===== config.mk =====
export PLATFORM = sky130hd
export DESIGN_NAME = handler_result_if
export DESIGN_NICKNAME = d
export VERILOG_FILES = /design/src/design/handler_pkg.sv /design/src/design/handler_result_if.sv /design/src/design/beep_timer.sv
export VERILOG_INCLUDE_DIRS = /design/src /design/src/design
export SDC_FILE = /design/constraint.sdc
export NUM_CORES = 1
export LEC_CHECK = 0
export ABC_AREA = 1
export BUFFER_PORTS_ARGS = -buffer_cell sky130_fd_sc_hd__buf_4
export CAP_MARGIN = 0
export CORE_MARGIN = 2
export CORE_UTILIZATION = 55
export DETAILED_ROUTE_END_ITERATION = 12
export GPL_ROUTABILITY_DRIVEN = 0
export PLACE_DENSITY = 0.82
export SYNTH_ARGS = -nofsm -noshare
export SYNTH_HDL_FRONTEND = slang
export SYNTH_HIERARCHICAL = 1
export SYNTH_SLANG_ARGS = --single-unit

===== constraint.sdc =====
create_clock -name clk_sys_i -period 2.7 [get_ports clk_sys_i]
set_input_delay 0 -clock clk_sys_i [delete_from_list [all_inputs] [get_ports clk_sys_i]]
set_output_delay 0 -clock clk_sys_i [all_outputs]
set_load 0.1 [all_outputs]

===== src/design/handler_defs.svh =====
`ifndef HANDLER_DEFS_SVH
`define HANDLER_DEFS_SVH

// ----------------------------------------------------------------------
// Register offsets
// ----------------------------------------------------------------------
`define REG_CTRL_OFS    8'h00
`define REG_STATUS_OFS  8'h04

// ----------------------------------------------------------------------
// Control field positions
// ----------------------------------------------------------------------
`define CF_FUNC         1:0
`define CF_HOLD         2
`define CF_CLICK        3
`define CF_CMP_BEEP     5:4
`define CF_BIN_BEEP     7:6
`define CF_GUARD        8
`define CF_WIDTH        9

// ----------------------------------------------------------------------
// Status field positions
// ----------------------------------------------------------------------
`define SF_BUSY         0
`define SF_WARN         1
`define SF_DRIVE        2
`define SF_BEEP         3
`define SF_PORT         18:4

// ----------------------------------------------------------------------
// Reset values
// ----------------------------------------------------------------------
`define CTRL_RESET      9'h100

// ----------------------------------------------------------------------
// Timing
// ----------------------------------------------------------------------
`define CLK_PERIOD_NS   10
`define TICK_NS         1000
`define TICK_CYC        (`TICK_NS / `CLK_PERIOD_NS)
`define BEEP_MS         100
`define BEEP_TICKS      (`BEEP_MS * 1000)

`endif


===== src/design/handler_pkg.sv =====
package handler_pkg;

  typedef enum logic [1:0] {
    FUNC_NONE = 2'h0,
    FUNC_CMP  = 2'h1,
    FUNC_BIN  = 2'h2
  } func_mode_t;

  typedef enum logic [1:0] {
    BEEP_OFF  = 2'h0,
    BEEP_PASS = 2'h1,
    BEEP_FAIL = 2'h2
  } beep_sel_t;

  typedef enum logic [1:0] {
    JUDGE_IN = 2'h0,
    JUDGE_HI = 2'h1,
    JUDGE_LO = 2'h2
  } judge_t;

  typedef struct packed {
    judge_t     judge;
    logic [3:0] grade;
  } meas_result_t;

  typedef struct packed {
    logic       ready;
    logic       end_of_test;
    logic       pass;
    logic       fail;
    logic       high;
    logic       low;
    logic [7:0] bin;
    logic       bin_out;
  } handler_out_t;

endpackage


===== src/design/handler_result_if.sv =====
`timescale 1ns/1ns
`include "handler_defs.svh"
// Function
// - Port has fifteen result outputs and one trigger input.
// - Port outputs are active only in compare or binning mode.
// - A trigger rising edge while idle starts exactly one measurement; triggers while busy are ignored.
// - Ready goes high once the measurement has finished.
// - End of test goes high when conversion completes.
// - Binning drives the grade output of the bin holding the result.
// - Out-of-bins goes high when the result lies outside all bins.
// - Compare drives low output when value is below lower limit.
// - Compare drives high output when value is above upper limit.
// - Fail is high when judgment is above or below limits.
// - Pass is high when judgment lies within the limits.
// - Result retention setting offers exactly hold or clear.
// - Clear mode drops results at end-of-test fall, loads at rise.
// - Hold mode keeps previous results until current test completes.
// - Key click on/off; compare and binning beep off, pass or fail.
// - Guard enabled and high voltage seen: cut test output, warn.
// - Guard disabled: test output continues whatever the voltage.
// - Warning stays while high voltage persists, clears after removal.
// - Guard is enabled by default and on every reset.
module handler_result_if
  import handler_pkg::*;
#(
  parameter int unsigned BEEP_TICKS = `BEEP_TICKS
) (
  input  wire logic         clk_sys_i,
  input  wire logic         reset_n_i,
  input  wire logic [7:0]   addr_i,
  input  wire logic [31:0]  wr_data_i,
  input  wire logic         wr_en_i,
  input  wire logic         rd_en_i,
  output logic [31:0]       rd_data_o,
  input  wire logic         trigger_i,
  input  wire logic         key_press_i,
  input  wire logic         hv_detect_i,
  input  wire logic         conv_done_i,
  input  wire logic         meas_done_i,
  input  wire meas_result_t meas_i,
  output handler_out_t      handler_o,
  output logic              meas_start_o,
  output logic              drive_en_o,
  output logic              hv_warn_o,
  output logic              beep_o
);

  typedef enum logic [1:0] {
    ST_IDLE,
    ST_CONVERT,
    ST_FINISH
  } meas_state_t;

  localparam int unsigned TICK_CYC = `TICK_CYC;

  meas_state_t            state_q;
  logic [`CF_WIDTH-1:0]   ctrl_q;
  logic                   trig_prev_q;
  logic                   ready_q;
  logic                   end_of_test_q;
  handler_out_t           res_q;
  logic [15:0]            tick_cnt_q;
  logic                   tick;
  logic                   trig_rise;
  logic                   accept;
  logic                   conv;
  logic                   active;
  logic                   hold;
  logic                   guard;
  logic                   beep_fire;
  func_mode_t             func;
  handler_out_t           port_d;

  if (TICK_CYC < 1 || TICK_CYC > 65535) begin : g_tick_check
    $error("tick divider out of range");
  end

  // ----------------------------------------------------------------------
  // Result decoding.
  // ----------------------------------------------------------------------
  function automatic handler_out_t judge_decode(func_mode_t m,
                                                meas_result_t r);
    handler_out_t o;
    o = '0;
    if (m == FUNC_CMP) begin
      o.pass = (r.judge == JUDGE_IN);
      o.high = (r.judge == JUDGE_HI);
      o.low  = (r.judge == JUDGE_LO);
      o.fail = o.high | o.low;
    end else if (m == FUNC_BIN) begin
      if (r.grade >= 4'h1 && r.grade <= 4'h8) begin
        o.bin[3'(r.grade - 4'h1)] = 1'b1;
      end else begin
        o.bin_out = 1'b1;
      end
    end
    return o;
  endfunction

  function automatic logic is_pass(func_mode_t m, meas_result_t r);
    if (m == FUNC_CMP) begin
      return r.judge == JUDGE_IN;
    end
    return r.grade >= 4'h1 && r.grade <= 4'h8;
  endfunction

  assign func      = func_mode_t'(ctrl_q[`CF_FUNC]);
  assign hold      = ctrl_q[`CF_HOLD];
  assign guard     = ctrl_q[`CF_GUARD];
  assign active    = (func == FUNC_CMP) || (func == FUNC_BIN);
  assign trig_rise = trigger_i & ~trig_prev_q;
  assign accept    = (state_q == ST_IDLE) && trig_rise;
  assign conv      = (state_q == ST_CONVERT) && conv_done_i;
  assign tick      = (tick_cnt_q == 16'(TICK_CYC - 1));

  // ----------------------------------------------------------------------
  // Register port.
  // ----------------------------------------------------------------------
  always_ff @(posedge clk_sys_i or negedge reset_n_i) begin
    if (!reset_n_i) begin
      ctrl_q <= `CTRL_RESET;
    end else if (wr_en_i && addr_i == `REG_CTRL_OFS) begin
      ctrl_q <= wr_data_i[`CF_WIDTH-1:0];
    end
  end

  always_ff @(posedge clk_sys_i or negedge reset_n_i) begin
    if (!reset_n_i) begin
      rd_data_o <= 32'h0;
    end else if (rd_en_i && addr_i == `REG_CTRL_OFS) begin
      rd_data_o <= {{(32-`CF_WIDTH){1'b0}}, ctrl_q};
    end else if (rd_en_i && addr_i == `REG_STATUS_OFS) begin
      rd_data_o <= {13'h0, handler_o, beep_o, drive_en_o, hv_warn_o,
                    state_q != ST_IDLE};
    end else begin
      rd_data_o <= 32'h0;
    end
  end

  // ----------------------------------------------------------------------
  // Measurement sequence.
  // ----------------------------------------------------------------------
  always_ff @(posedge clk_sys_i or negedge reset_n_i) begin
    if (!reset_n_i) begin
      trig_prev_q <= 1'b0;
    end else begin
      trig_prev_q <= trigger_i;
    end
  end

  always_ff @(posedge clk_sys_i or negedge reset_n_i) begin
    if (!reset_n_i) begin
      state_q      <= ST_IDLE;
      meas_start_o <= 1'b0;
    end else begin
      meas_start_o <= 1'b0;
      case (state_q)
        ST_IDLE: begin
          if (accept) begin
            meas_start_o <= 1'b1;
            state_q      <= ST_CONVERT;
          end
        end
        ST_CONVERT: begin
          if (conv_done_i) begin
            state_q <= ST_FINISH;
          end
        end
        ST_FINISH: begin
          if (meas_done_i) begin
            state_q <= ST_IDLE;
          end
        end
        default: begin
          state_q <= ST_IDLE;
        end
      endcase
    end
  end

  always_ff @(posedge clk_sys_i or negedge reset_n_i) begin
    if (!reset_n_i) begin
      ready_q <= 1'b1;
    end else if (accept) begin
      ready_q <= 1'b0;
    end else if (state_q == ST_FINISH && meas_done_i) begin
      ready_q <= 1'b1;
    end
  end

  always_ff @(posedge clk_sys_i or negedge reset_n_i) begin
    if (!reset_n_i) begin
      end_of_test_q <= 1'b0;
    end else if (accept) begin
      end_of_test_q <= 1'b0;
    end else if (conv) begin
      end_of_test_q <= 1'b1;
    end
  end

  // ----------------------------------------------------------------------
  // Result retention.
  // ----------------------------------------------------------------------
  always_ff @(posedge clk_sys_i or negedge reset_n_i) begin
    if (!reset_n_i) begin
      res_q <= '0;
    end else if (accept && !hold) begin
      res_q <= '0;
    end else if (conv) begin
      res_q <= judge_decode(func, meas_i);
    end
  end

  always_comb begin
    port_d             = res_q;
    port_d.ready       = ready_q;
    port_d.end_of_test = end_of_test_q;
  end

  always_ff @(posedge clk_sys_i or negedge reset_n_i) begin
    if (!reset_n_i) begin
      handler_o <= '0;
    end else if (active) begin
      handler_o <= port_d;
    end else begin
      handler_o <= '0;
    end
  end

  // ----------------------------------------------------------------------
  // High voltage guard.
  // ----------------------------------------------------------------------
  always_ff @(posedge clk_sys_i or negedge reset_n_i) begin
    if (!reset_n_i) begin
      drive_en_o <= 1'b1;
      hv_warn_o  <= 1'b0;
    end else begin
      drive_en_o <= !(guard && hv_detect_i);
      hv_warn_o  <= guard && hv_detect_i;
    end
  end

  // ----------------------------------------------------------------------
  // Beeper.
  // ----------------------------------------------------------------------
  always_ff @(posedge clk_sys_i or negedge reset_n_i) begin
    if (!reset_n_i) begin
      tick_cnt_q <= 16'h0;
    end else if (tick) begin
      tick_cnt_q <= 16'h0;
    end else begin
      tick_cnt_q <= tick_cnt_q + 16'h1;
    end
  end

  always_comb begin
    beep_sel_t sel;
    sel = beep_sel_t'(func == FUNC_BIN ? ctrl_q[`CF_BIN_BEEP]
                                       : ctrl_q[`CF_CMP_BEEP]);
    beep_fire = (key_press_i && ctrl_q[`CF_CLICK]) ||
                (conv && active &&
                 ((sel == BEEP_PASS && is_pass(func, meas_i)) ||
                  (sel == BEEP_FAIL && !is_pass(func, meas_i))));
  end

  beep_timer #(
    .TICKS (BEEP_TICKS)
  ) u_beep (
    .clk_sys_i (clk_sys_i),
    .reset_n_i (reset_n_i),
    .tick_i    (tick),
    .fire_i    (beep_fire),
    .beep_o    (beep_o)
  );
endmodule


===== src/design/beep_timer.sv =====
`timescale 1ns/1ns
module beep_timer #(
  parameter int unsigned TICKS = 100000
) (
  input  wire logic clk_sys_i,
  input  wire logic reset_n_i,
  input  wire logic tick_i,
  input  wire logic fire_i,
  output logic      beep_o
);

  logic [31:0] cnt_q;

  if (TICKS < 1) begin : g_ticks_check
    $error("beep_timer needs at least one tick");
  end

  // ----------------------------------------------------------------------
  // One-shot tone length counter.
  // ----------------------------------------------------------------------
  always_ff @(posedge clk_sys_i or negedge reset_n_i) begin
    if (!reset_n_i) begin
      cnt_q  <= 32'h0;
      beep_o <= 1'b0;
    end else if (fire_i) begin
      cnt_q  <= TICKS;
      beep_o <= 1'b1;
    end else if (tick_i && cnt_q != 32'h0) begin
      cnt_q  <= cnt_q - 32'h1;
      beep_o <= (cnt_q != 32'h1);
    end
  end

endmodule


==> impl_results.md <==
* Vias at 5522
* Vias in the first global route at 5636
* Final Cycle Share at 88.4%
* Worst Path Class, Setup: reg -> reg
* Leakage at 3.93 nW
* H-Tree Depth at 4
* Total power at 4.97 mW
* CP Cell Sequence: inv_1, ha_1, nand2_1, inv_1, nor2_1, nand2_1, nand3_1, nand3_1, nand2_1, clkinv_1, o21ai_4, inv_4, nand2_1, nand2_1
* Share of layout cells above drive strength 1 at 15.6%
* CTS tree: built
* Post-route ant nets at 0
* Post-Place Cells at 953
* Worst Hold Class: in -> async
* Worst reg2reg setup slack at 0.31 ns
* Area contributors post-synth: dfrtp_1, nand2_1, nor2_1
* Post-route setup TNS at 0 ns
* Largest family of logic cells by synthesized area: simple AND/OR/NAND/NOR gates
* Max-capacitance violation count at 0
* RSZ-0062 raised after global routing: false
* Int Pwr at 3.53 mW
* Core ar. at 10400 µm²
* Via-per-instance ratio at 5.37
* Worst setup EP type: flop
* Commonest non-fill, non-tap cell in the layout: nand2_1
* Multiplexer share of the synthesized area at 0%
* Root Buffer Master: clkbuf_8
* Hpwl dp at 9.36 mm
* Worst Skew at 0.00876 ns
* Status: complete, no violations
* Area leader, netlist: dfrtp_1
* Sequential power share at 37.3%
* Filler instances at 720
* Area grow syn2layout at 27.2%
* Xor and xnor fraction of the mapped netlist area at 3.26%
* Syn. warnings at 6
* Worst-Margin Slew at 0.786 ns
* Inserted Diodes at 0
* CP top delay family: simple AND/OR/NAND/NOR gates
* Clock power share at 46.2%
* Sequential share of the synthesized area at 47.9%
* First-pass GRT wire length at 26.2 mm
* Global Route Usage Sum at 29.5%
* Max Fclk at 0.419 GHz
* Drt wl/cell at 15.4 µm
* DRC at 0
* Synth unique cells at 34
* Most frequent cells in the layout: nand2_1, nor2_1, dfrtp_1
* Final min period at 2.39 ns
* Hold WS at 0.0386 ns
* CP dominant cell by count: nand2_1
* Simple-gate share of the synthesized area at 33.6%
* Mean Syn Cell Area at 7.78 µm²
* Die height at 108 µm
* Clock-pin slew on the worst setup and hold paths at 0.05 ns
* Combinational cell fraction of total power at 16.5%
* Initial antenna violation count at 0
* NumNets Final at 944
* Slew HR at 47.4%
* Post-CTS setup buffer count at 0
* Worst vdd ir at 0.000550 V
* Cell Count, Final, Fillers Out at 1028
* Post-synthesis cell area at 5920 µm²
* # IOs at 106
* Pwr dens at 661 nW/µm²
* Req. time, crit path at 3.12 ns
* Arrival @ worst endpoint at 2.80 ns
* CP startpoint kind: flop
* Psw at 1.45 mW
* Initial Util at 57.0%
* DR pass1 iterations at 5
* Iteration-0 DRC Markers at 355
* Post-Syn Instances at 760
* Fin. max-slew vios at 0
* CP Buf/Inv Count at 4
* Clock Sinks at 113
* Port-buffer cells at 69
* Synth Register Bits at 113
* GR Overflow Total at 0
* Pin count of the biggest net entering global routing at 50
* Synth Area in Compound Gates at 3.53%
* Final Hold Viols at 0
* Num CTS Buffers at 17
* Sw Ratio at 29.1%
* Share of the synthesized area in the top cell type at 46.5%
* Synth Area in Adders at 2.12%
* Slowest stage delay, CP at 0.40 ns
* Final setup violation count at 0
* Routed wire length at 15.9 mm
* Die area at 11600 µm²
* Die X at 108 µm
* CTS Buffer Depth at 2
* Fin util at 72.6%
* Max Fanout on Critical Path at 29
* Crit path max-delay cell type: dfrtp_1
* Row count at 37
* Clock Latency Late Sink at 0.54 ns
registers in the layout, summed over array words and instances, names as in the netlist, 2 cells and up:
signal / cells
tick_cnt_q: 16
ctrl_q: 9
state_q: 2
rd_data_o: 19
u_beep/cnt_q: 32
port_d: 13
handler_o: 15
Yosys cell counts:
| cell type | number |
|---|---|
| nor2_1 | 128 |
| nand2_1 | 204 |
| conb_1 | 1 |
| nor2_4 | 4 |
| nor3_4 | 1 |
| nor2_2 | 7 |
| nor3_1 | 4 |
| nand4_1 | 28 |
| a21oi_1 | 2 |
| or2_2 | 2 |
| clkbuf_1 | 6 |
| clkinv_1 | 2 |
| inv_2 | 1 |
| o21ai_0 | 17 |
| o21ai_1 | 1 |
| dfstp_2 | 3 |
| ha_1 | 10 |
| nand3_4 | 1 |
| nand3_2 | 1 |
| o21ai_4 | 1 |
| o21bai_1 | 8 |
| clkinv_2 | 1 |
| buf_12 | 1 |
| o22ai_1 | 4 |
| inv_1 | 90 |
| nand3_1 | 63 |
| nand2_2 | 14 |
| xnor2_1 | 7 |
| xor2_1 | 15 |
| dfrtp_1 | 110 |
| o31ai_1 | 1 |
| buf_6 | 4 |
| buf_4 | 13 |
| buf_2 | 5 |
power by group through the flow:
stage | Sequential (mW) | Clock (mW) | Combinational (mW)
floorplan | 1.95 | 0 | 0.495
global placement | 1.88 | 0 | 0.723
detailed placement | 1.88 | 0 | 0.743
CTS | 1.85 | 2.30 | 0.791
global route | 1.86 | 2.39 | 0.886
finish | 1.86 | 2.30 | 0.819
metal layers:
| metal | global-route usage (%) | wire length (µm) | up-vias | part of all wire, % |
|---|---|---|---|---|
| met5 | 0 | 0 | - | 0 |
| met4 | 17.9 | 772 | 0 | 4.9 |
| met3 | 6.84 | 1060 | 64 | 6.7 |
| met2 | 50.8 | 8070 | 258 | 51 |
| met1 | 33.1 | 5960 | 2605 | 38 |
| li1 | - | - | 2595 | - |
worst paths after layout:
kind / endpoint / startpoint / cells past startpoint
min in group clk_sys_i: rd_data_o[8]$_DFF_PN0_ / addr_i[7] / 6
worst max-delay path: u_beep/cnt_q[22]$_DFFE_PN0P_ / ctrl_q[0]$_DFFE_PN0P_ / 14
worst min register to register: tick_cnt_q[0]$_DFF_PN0_ / tick_cnt_q[0]$_DFF_PN0_ / 1
worst min-delay path: tick_cnt_q[11]$_DFF_PN0_ / reset_n_i / 2
max in group asynchronous: tick_cnt_q[4]$_DFF_PN0_ / reset_n_i / 3
worst max register to register: u_beep/cnt_q[22]$_DFFE_PN0P_ / ctrl_q[0]$_DFFE_PN0P_ / 14
through the flow:
step	setup WS, ns	cell area (µm²)
finish	0.314	7530
global route	0.0704	7530
CTS	0.110	7520
detailed placement	0.209	6490
global placement	0.249	6490
floorplan	0.307	5960
kinds of logic after synthesis:
kind of cell	after synthesis
and+or+nand+nor	457
AOI/OAI and AO/OA	34
DFF	113
xor gates and xnor gates	22
other	1
buffers and inverters	123
adders and majority gates	10
final cells by class:
class	count	area (µm²)	area share [%]
tap	136	170	2.26
timing repair buffer	117	998	13.3
clock inverter	11	163	2.16
sequential	113	2830	37.6
inverter	94	355	4.72
multi-input combinational	536	2570	34.1
clock buffer	21	439	5.83
timing repair:
item	CTS	global route
hold buffers	43	0
hold endpoints to repair	131	0
resized for setup	0	2
setup endpoints to repair	0	32
worst register-to-register path, cell delays in order, from the launching register on:
cell      delay, ns
dfrtp_1        0.40
inv_1          0.07
ha_1           0.30
nand2_1        0.13
inv_1          0.06
nor2_1         0.12
nand2_1        0.11
nand3_1        0.12
nand3_1        0.10
nand2_1        0.10
clkinv_1       0.13
o21ai_4        0.18
inv_4          0.23
nand2_1        0.13
nand2_1        0.06
No activity file was read; power rests on OpenSTA's default activity.
